===== config.mk =====
export PLATFORM = sky130hd
export DESIGN_NAME = dual_switch_mode_control
export DESIGN_NICKNAME = d
export VERILOG_FILES = /design/src/design/switch_mode_pkg.sv /design/src/design/dual_switch_mode_control.sv
export SDC_FILE = /design/constraint.sdc
export NUM_CORES = 1
export LEC_CHECK = 0
export ABC_AREA = 1
export BUFFER_PORTS_ARGS = -buffer_cell sky130_fd_sc_hd__buf_2
export CAP_MARGIN = 20
export CORE_MARGIN = 8
export CORE_UTILIZATION = 30
export CTS_CLUSTER_DIAMETER = 50
export DETAILED_ROUTE_END_ITERATION = 8
export GPL_TIMING_DRIVEN = 0
export PLACE_DENSITY = 0.45
export REMOVE_ABC_BUFFERS = 1
export SLEW_MARGIN = 20
export SYNTH_ARGS = -nofsm -noshare
export SYNTH_HDL_FRONTEND = slang
export SYNTH_SLANG_ARGS = --single-unit

===== constraint.sdc =====
create_clock -name mclk -period 2.3 [get_ports mclk]
set_input_delay 0.23 -clock mclk [delete_from_list [all_inputs] [get_ports mclk]]
set_output_delay 0.23 -clock mclk [all_outputs]
set_load 0.05 [all_outputs]

===== src/design/switch_mode_pkg.sv =====
// Shared constants and types for the dual high-side switch mode controller.
// Assumes a single 20 MHz clock and an Avalon-MM register slave.
package switch_mode_pkg;

	// Clock and timing
	localparam int unsigned CLK_MHZ          = 20;
	localparam int unsigned STANDBY_DELAY_US = 1500;
	localparam int unsigned RETRY_US         = 2000;
	localparam int unsigned STANDBY_CYCLES   = STANDBY_DELAY_US * CLK_MHZ;
	localparam int unsigned RETRY_CYCLES     = RETRY_US * CLK_MHZ;

	// Register byte offsets
	localparam logic [3:0] CTRL_OFS       = 4'h0;
	localparam logic [3:0] STATUS_OFS     = 4'h4;
	localparam logic [3:0] IRQ_STATUS_OFS = 4'h8;
	localparam logic [3:0] IRQ_MASK_OFS   = 4'hc;

	// Field positions
	localparam int CTRL_LATCH_BIT  = 0;
	localparam int ST_MODE_LSB     = 0;
	localparam int ST_CH0_LSB      = 3;
	localparam int ST_CH1_LSB      = 5;
	localparam int ST_OPEN_LSB     = 7;
	localparam int IRQ_FAULT_LSB   = 0;
	localparam int IRQ_OPEN_LSB    = 2;
	localparam int IRQ_STANDBY_BIT = 4;
	localparam int IRQ_W           = 5;

	// Reset values
	localparam logic             CTRL_RST     = 1'b0;
	localparam logic [IRQ_W-1:0] IRQ_MASK_RST = 5'h00;

	typedef enum logic [2:0] {
		MODE_OFF     = 3'b000,
		MODE_STANDBY = 3'b001,
		MODE_STBY_DL = 3'b010,
		MODE_DIAG    = 3'b011,
		MODE_ACTIVE  = 3'b100
	} mode_type;

	typedef enum logic [1:0] {
		CH_OFF   = 2'b00,
		CH_ON    = 2'b01,
		CH_FAULT = 2'b10
	} ch_type;

	// Per-channel analog condition flags, already digitised
	typedef struct packed {
		logic thermal_shutdown;
		logic current_limit;
		logic open_load;
	} chan_fault_type;

endpackage


===== src/design/dual_switch_mode_control.sv =====
// Operating-mode state machine for a dual-channel high-side switch.
// Assumes pin inputs synchronous to mclk and an Avalon-MM master.
// Function
// - Unpowered device stays off, nothing works
// - Standby saves power, no diagnostics
// - Diagnostic state runs checks, switches off
// - All enables low enters standby delay
// - Delay expired, inputs low: go standby
// - Active whenever a switch is enabled
// - Diagnostics toggle freely while staying active
// - Thermal or current-limit shutdown enters fault
// - Leave fault: cleared, latch low, retry expired
// - After fault, enabled channel turns back on
// - After fault, disabled channel stays off
// - Channels follow only their own enable
// - One channel's fault leaves other untouched
// - Open-load flag clears on diag fall, enable rise
//
// The Avalon-MM register port and the address map are this design's own decisions.
`timescale 1ns/1ns

module dual_switch_mode_control #(
	parameter int unsigned STANDBY_COUNT = switch_mode_pkg::STANDBY_CYCLES,
	parameter int unsigned RETRY_COUNT   = switch_mode_pkg::RETRY_CYCLES
) (
	// Clock and reset
	input  wire logic                              mclk,
	input  wire logic                              rst,
	// Host pins
	input  wire logic                              channel_one_enable,
	input  wire logic                              channel_two_enable,
	input  wire logic                              diagnostic_enable,
	input  wire logic                              latch_select,
	// Supply and analog monitors
	input  wire logic                              power_good,
	input  wire switch_mode_pkg::chan_fault_type [1:0] chan_fault,
	// Switch drive and state
	output logic                                   [1:0] switch_on,
	output logic                                   [1:0] fault_indication,
	output logic                                   [1:0] open_load_flag,
	output switch_mode_pkg::mode_type              mode,
	// Avalon-MM slave
	input  wire logic                              [3:0] address,
	input  wire logic                              read,
	input  wire logic                              write,
	input  wire logic                              [31:0] writedata,
	input  wire logic                              [3:0] byteenable,
	output logic                                   [31:0] readdata,
	output logic                                   waitrequest,
	// Interrupt
	output logic                                   irq
);
	import switch_mode_pkg::*;

	mode_type         mode_reg, mode_next;
	logic [31:0]      stby_cnt_reg, stby_cnt_next;
	ch_type           ch_reg [2];
	logic [1:0]       en_now;
	logic [1:0]       en_prev_reg;
	logic             diag_prev_reg;
	logic [1:0]       ch_fault_set;
	logic [1:0]       open_set;
	logic             latch_eff;
	logic             stby_done;
	logic             ctrl_latch_reg, ctrl_latch_next;
	logic [IRQ_W-1:0] irq_stat_reg, irq_stat_next;
	logic [IRQ_W-1:0] irq_mask_reg, irq_mask_next;
	logic             resp_reg, resp_next;
	logic [31:0]      rdata_reg, rdata_next;
	logic [IRQ_W-1:0] events;
	logic             bus_wr;

	assign en_now    = {channel_two_enable, channel_one_enable};
	assign latch_eff = latch_select | ctrl_latch_reg;
	assign stby_done = (stby_cnt_reg == 32'(STANDBY_COUNT - 1));

	// Device mode
	always_comb begin
		mode_next     = mode_reg;
		stby_cnt_next = 32'h0000_0000;
		if (!power_good) begin
			mode_next = MODE_OFF;
		end else if (en_now != 2'b00) begin
			mode_next = MODE_ACTIVE;
		end else if (diagnostic_enable) begin
			mode_next = MODE_DIAG;
		end else begin
			unique case (mode_reg)
				MODE_OFF, MODE_ACTIVE, MODE_DIAG: begin
					mode_next = MODE_STBY_DL;
				end
				MODE_STBY_DL: begin
					stby_cnt_next = stby_cnt_reg + 32'h0000_0001;
					if (stby_done) begin
						mode_next = MODE_STANDBY;
					end
				end
				MODE_STANDBY: begin
					mode_next = MODE_STANDBY;
				end
				default: begin
					mode_next = MODE_OFF;
				end
			endcase
		end
	end

	always_ff @(posedge mclk) begin
		if (rst) begin
			mode_reg      <= MODE_OFF;
			stby_cnt_reg  <= 32'h0000_0000;
			en_prev_reg   <= 2'b00;
			diag_prev_reg <= 1'b0;
		end else begin
			mode_reg      <= mode_next;
			stby_cnt_reg  <= stby_cnt_next;
			en_prev_reg   <= en_now;
			diag_prev_reg <= diagnostic_enable;
		end
	end

	assign mode = mode_reg;

	// Per-channel switch, fault and open-load logic, no cross terms between channels
	genvar gi;
	generate
		for (gi = 0; gi < 2; gi++) begin : g_ch
			ch_type      st_next;
			logic [31:0] retry_reg, retry_next;
			logic        ol_reg, ol_next;
			logic        shutdown;
			logic        retry_done;

			assign shutdown   = chan_fault[gi].thermal_shutdown | chan_fault[gi].current_limit;
			assign retry_done = (retry_reg == 32'(RETRY_COUNT - 1));

			always_comb begin
				st_next    = ch_reg[gi];
				retry_next = 32'h0000_0000;
				if (!power_good) begin
					st_next = CH_OFF;
				end else begin
					unique case (ch_reg[gi])
						CH_OFF: begin
							st_next = en_now[gi] ? CH_ON : CH_OFF;
						end
						CH_ON: begin
							if (shutdown) begin
								st_next = CH_FAULT;
							end else if (!en_now[gi]) begin
								st_next = CH_OFF;
							end
						end
						CH_FAULT: begin
							retry_next = retry_done ? retry_reg : retry_reg + 32'h0000_0001;
							if (!shutdown && !latch_eff && retry_done) begin
								st_next = en_now[gi] ? CH_ON : CH_OFF;
							end
						end
						default: begin
							st_next = CH_OFF;
						end
					endcase
				end
			end

			// Detection only while diagnostics run and this switch is off
			always_comb begin
				ol_next = ol_reg;
				if (mode_reg == MODE_OFF || mode_reg == MODE_STANDBY) begin
					ol_next = 1'b0;
				end else if ((diag_prev_reg && !diagnostic_enable)
						|| (en_now[gi] && !en_prev_reg[gi])) begin
					ol_next = 1'b0;
				end else if (diagnostic_enable && !en_now[gi] && ch_reg[gi] == CH_OFF) begin
					ol_next = chan_fault[gi].open_load;
				end
			end

			always_ff @(posedge mclk) begin
				if (rst) begin
					ch_reg[gi] <= CH_OFF;
					retry_reg  <= 32'h0000_0000;
					ol_reg     <= 1'b0;
				end else begin
					ch_reg[gi] <= st_next;
					retry_reg  <= retry_next;
					ol_reg     <= ol_next;
				end
			end

			assign switch_on[gi]        = (ch_reg[gi] == CH_ON);
			assign fault_indication[gi] = (ch_reg[gi] == CH_FAULT);
			assign open_load_flag[gi]   = ol_reg;
			assign ch_fault_set[gi]     = (ch_reg[gi] != CH_FAULT) && (st_next == CH_FAULT);
			assign open_set[gi]         = !ol_reg && ol_next;

		end
	endgenerate

	// Avalon slave: one wait state, then a write with byteenable[0] set lands and read data stands
	assign waitrequest = (read | write) & ~resp_reg;
	assign bus_wr      = write & resp_reg & byteenable[0];
	assign events      = {mode_reg != MODE_STANDBY && mode_next == MODE_STANDBY,
		open_set, ch_fault_set};

	always_comb begin
		resp_next       = (read | write) & ~resp_reg;
		rdata_next      = rdata_reg;
		ctrl_latch_next = ctrl_latch_reg;
		irq_mask_next   = irq_mask_reg;
		irq_stat_next   = irq_stat_reg;
		if (read && !resp_reg) begin
			rdata_next = 32'h0000_0000;
			unique case (address)
				CTRL_OFS:       rdata_next[CTRL_LATCH_BIT] = ctrl_latch_reg;
				STATUS_OFS: begin
					rdata_next[ST_MODE_LSB +: 3] = mode_reg;
					rdata_next[ST_CH0_LSB +: 2]  = ch_reg[0];
					rdata_next[ST_CH1_LSB +: 2]  = ch_reg[1];
					rdata_next[ST_OPEN_LSB +: 2] = open_load_flag;
				end
				IRQ_STATUS_OFS: rdata_next[IRQ_W-1:0] = irq_stat_reg;
				IRQ_MASK_OFS:   rdata_next[IRQ_W-1:0] = irq_mask_reg;
				default:        rdata_next = 32'h0000_0000;
			endcase
		end
		if (bus_wr && address == CTRL_OFS) begin
			ctrl_latch_next = writedata[CTRL_LATCH_BIT];
		end
		if (bus_wr && address == IRQ_MASK_OFS) begin
			irq_mask_next = writedata[IRQ_W-1:0];
		end
		if (bus_wr && address == IRQ_STATUS_OFS) begin
			irq_stat_next = irq_stat_reg & ~writedata[IRQ_W-1:0];
		end
		// Set after clear so a same-cycle event is never lost
		irq_stat_next = irq_stat_next | events;
	end

	always_ff @(posedge mclk) begin
		if (rst) begin
			resp_reg       <= 1'b0;
			rdata_reg      <= 32'h0000_0000;
			ctrl_latch_reg <= CTRL_RST;
			irq_mask_reg   <= IRQ_MASK_RST;
			irq_stat_reg   <= '0;
		end else begin
			resp_reg       <= resp_next;
			rdata_reg      <= rdata_next;
			ctrl_latch_reg <= ctrl_latch_next;
			irq_mask_reg   <= irq_mask_next;
			irq_stat_reg   <= irq_stat_next;
		end
	end

	assign readdata = rdata_reg;
	assign irq      = |(irq_stat_reg & irq_mask_reg);
endmodule


==> qor.yml <==
logic_synthesis:
  synth_cells: 1060
  synthTopCellsByArea: "dfxtp_1 (36%), nand2_1 (12%), nor2_1 (7.3%)"
  ys.flop_type: "dfxtp_1"
  syn_area_sq_um: 7080
  synth_top_area_cell: "dfxtp_1"
  yosysSeqAreaShare: 0.365
  synth_seq_cells: 129
  synth_top_area_share: 0.365
  async_flop_share: 0
  yosys_warnings: 0
  synth_edf_count: 0
  ys_types: 43
  syn_area_per_cell_sq_um: 6.68
min_path:
  min_to: "irq_mask_reg[4]"
  min-delay-start: "writedata[4]"
  hp-class: "in -> reg"
  min_delay_path_depth: 3
timing:
  slew_violations: 0
  fmax_ghz: 0.490
  fin_crit_sh: 0.887
  slew_headroom: 0.594
  skew_ns: 0.0122
  hold_viol_final: 0
  tightest_slew_ns: 0.606
  setup_violations: 0
  fin_tns_setup_ns: 0
  rsz0062_at_grt: "no"
  period_minus_slack_ns: 2.04
worst_setup_path:
  cp.required_ns: 2.65
  cp_max_fo: 23
  r2r_slack_ns: 0.26
  crit_type: "reg -> reg"
  reg2reg_to: "g_ch[0].retry_reg[12]"
  r2r_cells: 6
  start_kind: "flop"
  arrival_ns: 2.39
  r2r_start: "ch_reg[0][1]"
  end_kind: "flop"
floorplanning:
  start_util: 0.304
  fp.coreArea_sq_um: 23300
  die_area_sq_um: 28800
  die_w_um: 170
  die_h_um: 170
  pin_count: 98
  num_rows: 56
final_layout:
  syn_to_final_growth_pct: 15.7
  largest_register_ff_count: 64
  antenna_cells: 0
  drive_gt1_frac: 0.109
  post-route-util: 0.351
  final_cell_mix: "nand2_1 (217), nor2_1 (136), inv_1 (134)"
  layout_commonest_cell: "nand2_1"
  nets: 1170
  stdcell_count: 1443
cts:
  htreeDepth: 4
  cts_hold_buf: 0
  cts.sinks: 129
  clkSlewWorstSetupHoldPaths_ns: 0.06
  numCtsBuffers: 17
  ctsLongestPathBuffers: 2
  root_buffer: "clkbuf_16"
  cts_tree: "done"
  clk_latency_ns: 0.42
pwr:
  powerDensity_nw_per_um2: 638
  ir_worst_vdd_mv: 0.319
  power_leakage_nw: 2.99
global_route:
  grtUsageTotal: 0.138
  use_met3: 0.0295
  gr-usage-met2: 0.229
  grt-busiest-layer: "met2"
  grt_pass1_vias: 6509
  met1_usage: 0.178
  grt_max_degree: 24
  grt_pass1_wl_mm: 32.5
  antenna_found_initial: 0
  gr-total-overflow: 0
detailed_routing:
  via_per_inst: 4.70
  drt_iter0_drc: 433
  route.vias.total: 6788
  firstDrtPassIters: 5
  wl_per_cell_um: 13.6
  final_antenna_net_count: 0
  drc: 0
  wl_mm: 19.7
placement:
  dp_cells: 1410
  gp_congestion: 0.854
  io_buffers: 44
  dp_hpwl_mm: 15.0
run_status:
  status: "finished clean"
flow_run:
  drv_cap: 0
## critical path, stage by stage (launching register included)
cell	delay, ns
dfxtp_1	0.40
inv_1	0.13
nor2_1	0.33
nand2_2	0.40
inv_1	0.42
o21ai_0	0.15
a21oi_1	0.14
## cell families (layout without fill, tap and decap cells)
kind of cell	after synthesis	after routing	synth area share
buffers and inverters	174	216	0.106
adder cells (fa/ha/maj)	3	3	0.00530
AO/OA/AOI/OAI	145	145	0.110
XOR/XNOR	18	18	0.0223
AND/OR/NAND/NOR	590	590	0.392
other	1	23	0.000529
flip-flops	129	129	0.365
## area by class of cell
cell class / instances / area, sq um
multi-input cells: 779 / 3840
clock inverters: 11 / 130
flip-flops and latches: 129 / 2580
fillers: 2555 / 15100
repair buffers: 46 / 243
repair inverters: 1 / 5.00
clock buffers: 20 / 467
well taps: 319 / 399
inverters: 138 / 522
## cells in the mapped netlist (2+ instances only)
master    count
a211oi_1      6
or2_0         3
o211ai_1      3
a21oi_1      78
inv_2         2
nor2_4        4
nor3_2        4
nor3_1       55
nor4_1       14
xnor2_1      10
nand2_1     218
o21ai_1       5
nand3_1      74
nor3b_1       7
nand2_4       2
nor2_2       12
nand2_2       5
nand4_1      38
dfxtp_1     129
o21a_1        7
clkbuf_1      9
and2_1        2
buf_2         2
nor2_1      137
buf_4        25
a31oi_1       4
ha_1          3
xor2_1        8
nor3_4        3
or2_2         4
inv_1       135
nor4_2        2
o21ai_0      40
## per-layer routing
layer	share of wire	vias to the layer above
li1	-	3557
met1	0.49	3107
met2	0.47	115
met3	0.037	9
met4	0.0057	0
met5	0	-
## what timing repair did
item	in CTS	in global routing
gates cloned	0	1
resized for setup	2	2
setup endpoints to repair	31	8
endpoints found under the hold margin	0	0
setup buffers	0	1
pin swaps	0	1
## where the power goes
part           switching (mW)  internal [mW]  total, mW
sequential            0.00912           2.25       2.26
clock                    1.07           1.69       2.76
combinational           0.180         0.0391      0.219
## worst max-delay path by stage
stage                 start                    end  slack [ns]  depth (start not counted)
4_1_cts        ch_reg[1][1]   g_ch[1].retry_reg[9]        0.08                          7
5_1_grt        ch_reg[0][1]  g_ch[0].retry_reg[19]        0.03                          6
3_5_place_dp            rst   g_ch[1].retry_reg[9]       -0.34                          7
6_report       ch_reg[0][1]  g_ch[0].retry_reg[12]        0.26                          6
2_1_floorplan  ch_reg[0][1]  g_ch[0].retry_reg[10]       -0.04                          6
3_3_place_gp            rst       stby_cnt_reg[17]       -0.47                          6
## per-stage QoR
stage          total power, mW  setup WS (ns)  hold slack, ns  instance area (sq um)
3_3_place_gp              2.52         -0.469           0.446                   7550
6_report                  5.23          0.260          0.0784                   8190
3_5_place_dp              2.52         -0.338           0.443                   7570
4_1_cts                   5.31         0.0807          0.0607                   8170
2_1_floorplan             2.46        -0.0367           0.299                   6930
5_1_grt                   5.42         0.0283          0.0764                   8190
No activity file was read; power rests on OpenSTA's default activity.
